$ cat src/hw/icc_pkg.sv
// Shared constants, types and helpers for the integrity checks and clock counter
package icc_pkg;

  // ----------------------------------------
  // Clocking and timing
  // ----------------------------------------
  localparam int unsigned CLK_HZ = 20_000_000;
  localparam int unsigned CLK_PERIOD_NS = 1_000_000_000 / CLK_HZ;
  localparam int unsigned MCLK_HZ = 76_800;
  localparam logic [8:0] MCLK_DIV_LAST = 9'(CLK_HZ / MCLK_HZ - 1);
  localparam int unsigned MCLK_PER_COUNT = 131;
  localparam logic [7:0] MCLK_PULSE_LAST = 8'(MCLK_PER_COUNT - 1);
  localparam int unsigned CHECK_PERIOD_NS = 426_600;
  // Longest time, so round down
  localparam int unsigned CHECK_PERIOD_CYC = CHECK_PERIOD_NS / CLK_PERIOD_NS;

  // ----------------------------------------
  // Register map
  // ----------------------------------------
  localparam int unsigned ADDR_W = 8;
  localparam int unsigned DATA_W = 24;
  localparam logic [7:0] ERROR_EN_ADDR = 8'h07;
  localparam logic [7:0] CLK_COUNT_ADDR = 8'h08;
  localparam logic [7:0] CFG_BASE_ADDR = 8'h09;
  localparam int unsigned CFG_WORDS = 16;
  localparam int unsigned CFG_AW = 4;
  localparam logic [23:0] CFG_RESET = 24'h000100;
  localparam logic [23:0] CFG0_RESET = 24'h800100;
  localparam logic [23:0] ERROR_EN_RESET = 24'h000000;
  localparam logic [7:0] CLK_COUNT_RESET = 8'h00;

  // Enable bit positions in error_check_enables
  localparam int unsigned EN_ROM_BIT = 0;
  localparam int unsigned EN_MM_BIT = 1;
  localparam int unsigned EN_SPI_BIT = 2;
  localparam int unsigned EN_CNT_BIT = 3;

  // Error clear mask positions
  localparam int unsigned CLR_MM_BIT = 0;
  localparam int unsigned CLR_SPI_BIT = 1;

  // ----------------------------------------
  // Checks
  // ----------------------------------------
  localparam int unsigned ROM_WORDS = 32;
  localparam int unsigned ROM_AW = 5;
  localparam logic [7:0] CRC_POLY = 8'h07;
  localparam logic [7:0] CRC_INIT = 8'hff;
  localparam logic [6:0] STEP_ZERO = 7'h00;
  localparam logic [6:0] CFG_STEP_LAST = 7'(CFG_WORDS);
  localparam logic [6:0] ROM_STEP_LAST = 7'(ROM_WORDS);

  // ----------------------------------------
  // Types
  // ----------------------------------------
  typedef enum logic [1:0] {
    ST_ROM,
    ST_IDLE,
    ST_MM
  } icc_state_type;

  typedef struct packed {
    logic en;
    logic [ADDR_W-1:0] addr;
    logic [DATA_W-1:0] data;
    logic crc_ok;
  } icc_wr_type;

  typedef struct packed {
    logic calibration_done;
    logic single_seq_idle;
    logic continuous_readout_clear;
  } icc_event_type;

  typedef struct packed {
    logic rom_crc_error;
    logic config_memory_check_error;
    logic spi_crc_error;
  } icc_err_type;

  typedef struct packed {
    icc_state_type st;
    logic [6:0] step;
    logic [7:0] crc;
    logic [7:0] ref_crc;
    logic building;
    logic ref_pending;
    logic [15:0] timer;
    logic [DATA_W-1:0] enables;
    logic [8:0] mclk_div;
    logic [7:0] mclk_pulses;
    logic [7:0] count;
    logic rom_fail;
    logic mm_err;
    logic spi_err;
    logic rd_valid;
    logic rd_mem;
    logic [DATA_W-1:0] rd_reg;
  } icc_core_type;

  typedef struct packed {
    logic [CFG_WORDS-1:0][DATA_W-1:0] words;
    logic [DATA_W-1:0] a_data;
    logic [DATA_W-1:0] b_data;
  } icc_mem_type;

  // ----------------------------------------
  // Helpers
  // ----------------------------------------
  function automatic logic [7:0] icc_crc8_word(input logic [7:0] crc_in, input logic [DATA_W-1:0] word);
    logic [7:0] c;
    c = crc_in;
    for (int i = DATA_W - 1; i >= 0; i--) begin
      if (c[7] ^ word[i]) begin
        c = {c[6:0], 1'b0} ^ CRC_POLY;
      end else begin
        c = {c[6:0], 1'b0};
      end
    end
    return c;
  endfunction

  function automatic logic icc_cfg_hit(input logic [ADDR_W-1:0] addr);
    return (addr >= CFG_BASE_ADDR) && (addr < CFG_BASE_ADDR + 8'(CFG_WORDS));
  endfunction

  function automatic logic [CFG_AW-1:0] icc_cfg_index(input logic [ADDR_W-1:0] addr);
    logic [ADDR_W-1:0] d;
    d = addr - CFG_BASE_ADDR;
    return d[CFG_AW-1:0];
  endfunction

endpackage

$ cat src/hw/icc_cfg_mem.sv
// Writable configuration memory with two registered read ports
`timescale 1ns/1ns
module icc_cfg_mem
  import icc_pkg::*;
(
  input wire logic ref_clk_i,
  input wire logic rst_i,
  input wire logic wr_en_i,
  input wire logic [CFG_AW-1:0] wr_idx_i,
  input wire logic [DATA_W-1:0] wr_data_i,
  input wire logic [CFG_AW-1:0] a_idx_i,
  output logic [DATA_W-1:0] a_data_o,
  input wire logic [CFG_AW-1:0] b_idx_i,
  output logic [DATA_W-1:0] b_data_o
);

  icc_mem_type s;
  icc_mem_type next_s;

  always_comb begin
    next_s = s;
    if (wr_en_i) begin
      next_s.words[wr_idx_i] = wr_data_i;
    end
    // Port B feeds the checker, port A the host
    next_s.a_data = s.words[a_idx_i];
    next_s.b_data = s.words[b_idx_i];
  end

  always_ff @(posedge ref_clk_i or posedge rst_i) begin
    if (rst_i) begin
      // Word 0 sits at the low end of the packed array
      s.words <= {{(CFG_WORDS - 1){CFG_RESET}}, CFG0_RESET};
      s.a_data <= '0;
      s.b_data <= '0;
    end else begin
      s <= next_s;
    end
  end

  assign a_data_o = s.a_data;
  assign b_data_o = s.b_data;

endmodule

$ cat src/hw/icc_core.sv
// Integrity checks (serial checksum, memory map CRC, ROM CRC) and clock counter
// Functional notes
// - Serial checksum check ignored when its enable is 0, applied when 1.
// - Enabled checksum check flags the interface error on a bad write.
// - Enable bit 1 turns on memory map CRC; mismatch sets its error flag.
// - Memory map CRC covers all writable registers, never read-only ones.
// - Memory map CRC recomputed and compared every 426.6 us while enabled.
// - Reference rebuilt after writes, calibration, sequence end, readout exit.
// - ROM check always runs at power-up; bit 0 only gates its error flag.
// - Clock counter is 8-bit read-only at 0x08, reset 0x00.
// - Counter advances once per 131 master clock pulses at 76.8 kHz.
// - Counter wraps from its maximum back to zero and continues.
// - Counter runs only while its enable bit is set by the host.
`timescale 1ns/1ns
module icc_core
  import icc_pkg::*;
#(
  parameter int unsigned CHECK_PERIOD_CYCLES = CHECK_PERIOD_CYC,
  parameter logic [7:0] ROM_CRC_EXPECTED = 8'h5a
)
(
  input wire logic ref_clk_i,
  input wire logic rst_i,
  input wire icc_wr_type wr_i,
  input wire logic rd_en_i,
  input wire logic [ADDR_W-1:0] rd_addr_i,
  output logic rd_valid_o,
  output logic [DATA_W-1:0] rd_data_o,
  input wire icc_event_type event_i,
  input wire logic [1:0] err_clear_i,
  output logic [ROM_AW-1:0] rom_addr_o,
  input wire logic [DATA_W-1:0] rom_data_i,
  output icc_err_type err_o,
  output logic scan_busy_o
);

  // ----------------------------------------
  // State and memory
  // ----------------------------------------
  localparam logic [15:0] PERIOD_LAST = 16'(CHECK_PERIOD_CYCLES - 1);

  icc_core_type s;
  icc_core_type next_s;
  logic [DATA_W-1:0] mem_a_data;
  logic [DATA_W-1:0] mem_b_data;
  logic wr_take;
  logic wr_cfg;
  logic recalc;
  logic period_tick;
  logic [7:0] crc_step;
  logic [7:0] crc_final;

  assign wr_take = wr_i.en && (wr_i.crc_ok || !s.enables[EN_SPI_BIT]);
  assign wr_cfg = wr_take && icc_cfg_hit(wr_i.addr);
  assign recalc = (wr_take && (wr_cfg || wr_i.addr == ERROR_EN_ADDR)) || event_i.calibration_done
                  || event_i.single_seq_idle || event_i.continuous_readout_clear;
  assign period_tick = s.timer == PERIOD_LAST;

  icc_cfg_mem u_mem (
    .ref_clk_i(ref_clk_i),
    .rst_i(rst_i),
    .wr_en_i(wr_cfg),
    .wr_idx_i(icc_cfg_index(wr_i.addr)),
    .wr_data_i(wr_i.data),
    .a_idx_i(icc_cfg_index(rd_addr_i)),
    .a_data_o(mem_a_data),
    .b_idx_i(s.step[CFG_AW-1:0]),
    .b_data_o(mem_b_data)
  );

  // ----------------------------------------
  // Next state
  // ----------------------------------------
  always_comb begin
    next_s = s;
    crc_step = icc_crc8_word(s.crc, (s.st == ST_ROM) ? rom_data_i : mem_b_data);
    // Enables are writable, so they close the sum
    crc_final = icc_crc8_word(crc_step, s.enables);

    // Host register writes; counter address is read-only and ignored
    if (wr_take && wr_i.addr == ERROR_EN_ADDR) begin
      next_s.enables = wr_i.data;
    end

    // Bad checksum flag, set beats clear
    if (err_clear_i[CLR_SPI_BIT]) begin
      next_s.spi_err = 1'b0;
    end
    if (wr_i.en && !wr_i.crc_ok && s.enables[EN_SPI_BIT]) begin
      next_s.spi_err = 1'b1;
    end
    if (err_clear_i[CLR_MM_BIT]) begin
      next_s.mm_err = 1'b0;
    end

    // Period timer runs only while the check is on
    if (!s.enables[EN_MM_BIT] || period_tick) begin
      next_s.timer = '0;
    end else begin
      next_s.timer = s.timer + 16'h0001;
    end

    if (recalc) begin
      next_s.ref_pending = 1'b1;
    end

    unique case (s.st)
      // ROM walk always runs after reset
      ST_ROM: begin
        next_s.step = s.step + 7'h01;
        if (s.step != STEP_ZERO) begin
          next_s.crc = crc_step;
        end
        if (s.step == ROM_STEP_LAST) begin
          next_s.rom_fail = crc_step != ROM_CRC_EXPECTED;
          next_s.st = ST_IDLE;
        end
      end
      ST_IDLE: begin
        next_s.step = STEP_ZERO;
        next_s.crc = CRC_INIT;
        // Pending rebuild starts at once, ahead of any compare
        if (s.enables[EN_MM_BIT] && (s.ref_pending || recalc || period_tick)) begin
          next_s.st = ST_MM;
          next_s.building = s.ref_pending || recalc;
          next_s.ref_pending = 1'b0;
        end
      end
      ST_MM: begin
        next_s.step = s.step + 7'h01;
        if (s.step != STEP_ZERO) begin
          next_s.crc = crc_step;
        end
        if (!s.enables[EN_MM_BIT]) begin
          // Abandoned rebuild must rerun when re-enabled
          next_s.ref_pending = s.ref_pending || s.building || recalc;
          next_s.st = ST_IDLE;
        end else if (recalc) begin
          // Mid-scan change restarts as a rebuild
          next_s.step = STEP_ZERO;
          next_s.crc = CRC_INIT;
          next_s.building = 1'b1;
          next_s.ref_pending = 1'b0;
        end else if (s.step == CFG_STEP_LAST) begin
          next_s.st = ST_IDLE;
          if (s.building) begin
            next_s.ref_crc = crc_final;
          end else if (crc_final != s.ref_crc) begin
            next_s.mm_err = 1'b1;
          end
        end
      end
    endcase

    // Master clock enable from the reference clock
    // Cleared while disabled, so the first count lands a fixed time after enable
    if (!s.enables[EN_CNT_BIT] || s.mclk_div == MCLK_DIV_LAST) begin
      next_s.mclk_div = '0;
    end else begin
      next_s.mclk_div = s.mclk_div + 9'h001;
    end
    // Prescaler cleared while disabled, count frozen
    if (!s.enables[EN_CNT_BIT]) begin
      next_s.mclk_pulses = '0;
    end else if (s.mclk_div == MCLK_DIV_LAST) begin
      if (s.mclk_pulses == MCLK_PULSE_LAST) begin
        next_s.mclk_pulses = '0;
        next_s.count = s.count + 8'h01;
      end else begin
        next_s.mclk_pulses = s.mclk_pulses + 8'h01;
      end
    end

    // Register reads, one cycle latency, unmapped read as zero
    next_s.rd_valid = rd_en_i;
    next_s.rd_mem = rd_en_i && icc_cfg_hit(rd_addr_i);
    next_s.rd_reg = '0;
    if (rd_addr_i == ERROR_EN_ADDR) begin
      next_s.rd_reg = s.enables;
    end else if (rd_addr_i == CLK_COUNT_ADDR) begin
      next_s.rd_reg = {16'h0000, s.count};
    end
  end

  // ----------------------------------------
  // Registers
  // ----------------------------------------
  always_ff @(posedge ref_clk_i or posedge rst_i) begin
    if (rst_i) begin
      s.st <= ST_ROM;
      s.step <= STEP_ZERO;
      s.crc <= CRC_INIT;
      s.ref_crc <= CRC_INIT;
      s.building <= 1'b0;
      // First enabled scan must build a reference
      s.ref_pending <= 1'b1;
      s.timer <= '0;
      s.enables <= ERROR_EN_RESET;
      s.mclk_div <= '0;
      s.mclk_pulses <= '0;
      s.count <= CLK_COUNT_RESET;
      s.rom_fail <= 1'b0;
      s.mm_err <= 1'b0;
      s.spi_err <= 1'b0;
      s.rd_valid <= 1'b0;
      s.rd_mem <= 1'b0;
      s.rd_reg <= '0;
    end else begin
      s <= next_s;
    end
  end

  // ----------------------------------------
  // Outputs
  // ----------------------------------------
  assign rd_valid_o = s.rd_valid;
  assign rd_data_o = s.rd_mem ? mem_a_data : s.rd_reg;
  assign rom_addr_o = s.step[ROM_AW-1:0];
  assign scan_busy_o = s.st != ST_IDLE;
  // Reporting only, check result kept regardless
  assign err_o.rom_crc_error = s.rom_fail && s.enables[EN_ROM_BIT];
  assign err_o.config_memory_check_error = s.mm_err;
  assign err_o.spi_crc_error = s.spi_err;

endmodule

$ cat config.mk
export PLATFORM = sky130hd
export DESIGN_NAME = icc_core
export DESIGN_NICKNAME = d
export VERILOG_FILES = /design/src/hw/icc_pkg.sv /design/src/hw/icc_cfg_mem.sv /design/src/hw/icc_core.sv
export SDC_FILE = /design/constraint.sdc
export NUM_CORES = 1
export LEC_CHECK = 0
export ABC_AREA = 1
export BUFFER_PORTS_ARGS = -buffer_cell sky130_fd_sc_hd__buf_2
export CAP_MARGIN = 0
export CELL_PAD_IN_SITES_DETAIL_PLACEMENT = 0
export CELL_PAD_IN_SITES_GLOBAL_PLACEMENT = 1
export CORE_MARGIN = 2
export CORE_UTILIZATION = 30
export CTS_CLUSTER_SIZE = 16
export DETAILED_ROUTE_END_ITERATION = 16
export PLACE_DENSITY_LB_ADDON = 0.05
export SLEW_MARGIN = 25
export SYNTH_ARGS = -nofsm -noshare
export SYNTH_HDL_FRONTEND = slang
export SYNTH_SLANG_ARGS = --single-unit
$ cat constraint.sdc
create_clock -name ref_clk_i -period 24.8 [get_ports ref_clk_i]
set_input_delay 3.72 -clock ref_clk_i [delete_from_list [all_inputs] [get_ports ref_clk_i]]
set_output_delay 3.72 -clock ref_clk_i [all_outputs]
set_load 0.005 [all_outputs]
* Word-level counts from Yosys, hierarchy flattened *
Cells that the tools add are included.

cells by class
  shift operators = 0
  mux-type cells = 91
  add/sub/neg operators = 7
  multipliers = 0
  reductions and logical operators = 36
  magnitude comparators = 8
  div/mod/pow operators = 0
  equality and inequality tests = 20
  bitwise logic cells = 97

operators by type and width
  kind                                                               count
  bitwise mux 384 bit                                                1
  binary-select mux 24 bit (select 4 bit)                            2
  2-to-1 mux 24 bit                                                  7
  2-to-1 mux 3 bit                                                   48
  inverter 3 bit                                                     48
  demux 24 bit (select 4 bit)                                        1
  2-to-1 mux 8 bit                                                   8
  one-hot mux 17 bit (3 select lines)                                1
  bitwise XOR 1 bit                                                  48
  2-to-1 mux 16 bit                                                  2
  adder 16 x 1 -> 16 bit, second input constant                      1
  adder 8 x 1 -> 8 bit, second input constant                        2
  equality test 16 x 14 -> 1 bit, second input constant              1
  equality test 8 x 3 -> 1 bit, second input constant                2
  greater-or-equal comparator 8 x 4 -> 1 bit, second input constant  2
  < comparator 8 x 5 -> 1 bit, second input constant                 2
  < comparator 4 x 5 -> 1 bit, second input constant                 3
  2-to-1 mux 15 bit                                                  1
  2-to-1 mux 2 bit                                                   7
  logical AND 1 bit                                                  12
  logical OR 1 bit                                                   11
  2-to-1 mux 1 bit                                                   11
  adder 9 x 1 -> 9 bit, second input constant                        1
  equality test 9 bit, second input constant                         1
  other kinds (25)                                                   36

storage, ports and cells
  word-level logic and storage cells = 294
  bits in latches = 0
  RAM bits = 0
  memory bits (read-only) = 0
  memories = 0
  register bits = 553
  bits of input ports = 74
  output and inout port bits = 34

* Logic depth before layout (Yosys ltp) *
  depth after elaboration = 105
  depth in mapped cells = 48

* By module *
Synthesis repeated with hierarchy kept, for this count alone.

unflattened totals
  cell total of the unflattened synthesis = 4775
  area total of the unflattened synthesis = 33041.7 µm²

modules (own cells, without submodules)
  module       area an instance (µm²)  times used  sequential area each (µm²)  cells an instance
  icc_cfg_mem  24058.1                 1           10831.6                     3446
  icc_core     8983.6                  1           3049.2                      1329

* Least setup slack after synthesis *
Ideal clock, no wire load.

  path type = in2reg
  from = input port rom_data_i[20]
  to = register s, in the netlist err_o[1]
  arrival = 6688 ps
  setup slack = 17995 ps
  setup time = 116 ps
  required time = 24684 ps
  buffers on the path = 0
  stages on the path = 40
  cell sequence = inv_1 > nand2_1 > nand3_1 > nand2_1 > nand2_1 > nand2_2 > nand2_1 > nand2_2 > nand2_2 > nand2_1 > nand2_1 > nand3_1 > nand2_2 > nand2_1 > nand3_1 > nand3_1 > nand2_2 > nand2_1 > (+4 left out) > nand2_1 > inv_1 > nand2_1 > nand2_2 > nand2_2 > nand2_4 > nand2_2 > inv_2 > nor2_2 > nand2_1 > nand2_1 > nand2_1 > nand2_1 > nor2_1 > nor2_1 > nand3_1 > nand2_1 > nand2_1

RTL lines
  element                 RTL line         RTL
  start: declaration      icc_core.sv:32   input wire logic [DATA_W-1:0] rom_data_i,
  end signal: assignment  icc_core.sv:209  s <= next_s;
  end: declaration        icc_core.sv:42   icc_core_type s;

==> metrics.yaml <==
viasPerCell: 5.11
crit_family: "simple AND/OR/NAND/NOR gates"
first_global_vias: 26800
final_cells: 5388
cts_setup_buffers: 0
final.min_clock_period_ns: 7.08
tritoncts: "yes"
worst_pin_slew_ns: 1.04
area_growth_pct: 13.5
min_period_over_period_pct: 28.6
die-height_um: 321
cpMaxStageDelayCell: "xor2_1"
startpoint_type: "primary input"
grt_pass1_wl_um: 180000
cts.sinks: 553
endpoint_kind: "flip-flop"
clock-skew-final_ns: 0.0220
crit_fanout: 5
cp_data_arrival_time_ns: 7.61
post-route-drc-count: 0
synth_fp_nets: 4171
initialDrtViolationCount: 2274
clk_latency_ns: 0.64
ios: 108
numCtsBuffers: 71
crit_type: "primary input to flip-flop"
cts-root-buf: "clkbuf_16"
antenna_found_initial: 12
ys_ff_latch: 553
first_pass_iters: 6
status: "completed"
overflow: 0
fin_nets: 4120
portBuffers: 107
clock_path_buffers: 3
start_util_pct: 30.2
critPathBufInv: 4
synth_seq_area_share_pct: 45.9
synth_flop_cell: "dfrtp_1"
slowest_delay_ns: 0.29
maxSlewViolCount: 0
drive_above_1_share_pct: 10.7
crit_top_cell: "nand2_1"
htreeDepth: 3
core_mm2: 0.100
fin_tns_setup_ns: 0
dp_hpwl_um: 74100
ys_types: 40
fmax_mhz: 141
wirelength_um: 121000
hold_viol: 0
cts_hold_repair.buffers: 0
synth_edf_count: 0
wl_per_cell_um: 22.5
final-setup-viol-count: 0
rsz0062_at_grt: "no"
syn_avg_cell_area_um2: 7.41
syn_area_mm2: 0.0302
grt_max_degree: 146
grt_use_total_pct: 23.4
cts_resized: 0
num_vias: 27500
fillers: 10800
dp_cells: 5256
path_clk_slew_ns: 0.06
gp_congestion: 0.831
num_rows: 116
hold_path.class: "flip-flop to flip-flop"
postRouteAntennaNets: 0
layout_commonest_cell: "nand2_1"
layout_common_cells: "nand2_1, o21ai_0, dfrtp_1"
dieArea_mm2: 0.103
maxCapViolations: 0
ys_warn_count: 0
cp.required_ns: 25.33
synthCells: 4082
relSlewSlack_pct: 30.7
synthArstFlopShare_pct: 100
die_x_um: 321
-- through the flow --
stage	setup slack (ns)	hold slack [ns]	utilization, %	cell area [µm²]
global placement	17.03	0.456	31.8	31800
finish	17.72	0.459	34.3	34300
CTS	17.71	0.462	34.3	34300
detailed placement	17.04	0.453	31.8	31800
floorplan	5.67	0.433	-	30200
global route	17.05	0.490	34.3	34300
-- logic make-up (layout without fill, tap and decap cells) --
family	count (synthesis)	in the layout	synth area share (%)
flops	553	553	45.9
xor+xnor	23	23	0.691
buf+inv	608	614	7.71
other cells	0	2	0
mux	27	27	0.993
fa+ha+maj	15	15	0.621
simple gates	1581	1581	21.9
compound gates	1275	1275	22.2
-- area by class of cell --
class	instances	area, µm²	area share [%]
Clock buffer	99	2020	5.90
Tap cell	1298	1620	4.73
Clock inverter	31	438	1.28
Antenna cell	2	5.00	0.0146
Timing Repair Buffer	157	933	2.72
Inverter	327	1240	3.63
Multi-Input combinational cell	2921	14200	41.3
Sequential cell	553	13900	40.5
-- worst paths after layout --
kind                       depth (start not counted)               start                      end  slack, ns
hold / removal                                     1     s[78]$_DFF_PP0_          s[78]$_DFF_PP0_       0.46
max in group asynchronous                          5               rst_i          s[46]$_DFF_PP0_      18.52
hold reg to reg                                    1     s[78]$_DFF_PP0_          s[78]$_DFF_PP0_       0.46
setup reg to reg                                  41  s[120]$_DFFE_PP0P_       err_o[1]$_DFF_PP0_      19.50
setup / recovery                                  38      rom_data_i[20]       err_o[1]$_DFF_PP0_      17.72
min in group asynchronous                          2               rst_i  rom_addr_o[3]$_DFF_PP0_       3.25
-- per-layer routing --
layer / track usage [%] / up-vias / wire [µm]
met5: 0 / - / 0
met1: 33.4 / 13300 / 58000
met3: 2.55 / 102 / 5240
met4: 4.93 / 0 / 1800
li1: - / 13500 / -
met2: 38.3 / 606 / 55900
-- state kept, by name, indices dropped and copies added, names as in the netlist --
signal and cells:
u_mem.b_data_o 24, rom_addr_o 5, err_o 2, u_mem.a_data_o 24
rd_valid_o 1, s 113, u_mem.s 384
-- synth_stat cells (6+ instances only) --
cell type	n	area [µm²]
nand2_1	936	3510
o21ai_0	912	4560
dfrtp_1	519	13000
inv_1	319	1200
nor2_1	275	1030
clkbuf_1	236	886
a21oi_1	227	1140
nand3_1	227	1140
o211ai_1	98	736
nand2_2	45	282
dfstp_2	34	893
buf_1	32	120
nand4_1	27	169
nor3_1	25	125
mux2_2	24	270
o22ai_1	24	150
xor2_1	20	175
ha_1	15	188
nor3b_1	14	105
nand3_2	10	100
buf_4	8	60.1
nor4_1	8	50.1
inv_2	6	22.5
Power is not shown: default switching activity piles up to over one toggle a cycle in this logic, so the estimate is an artifact.
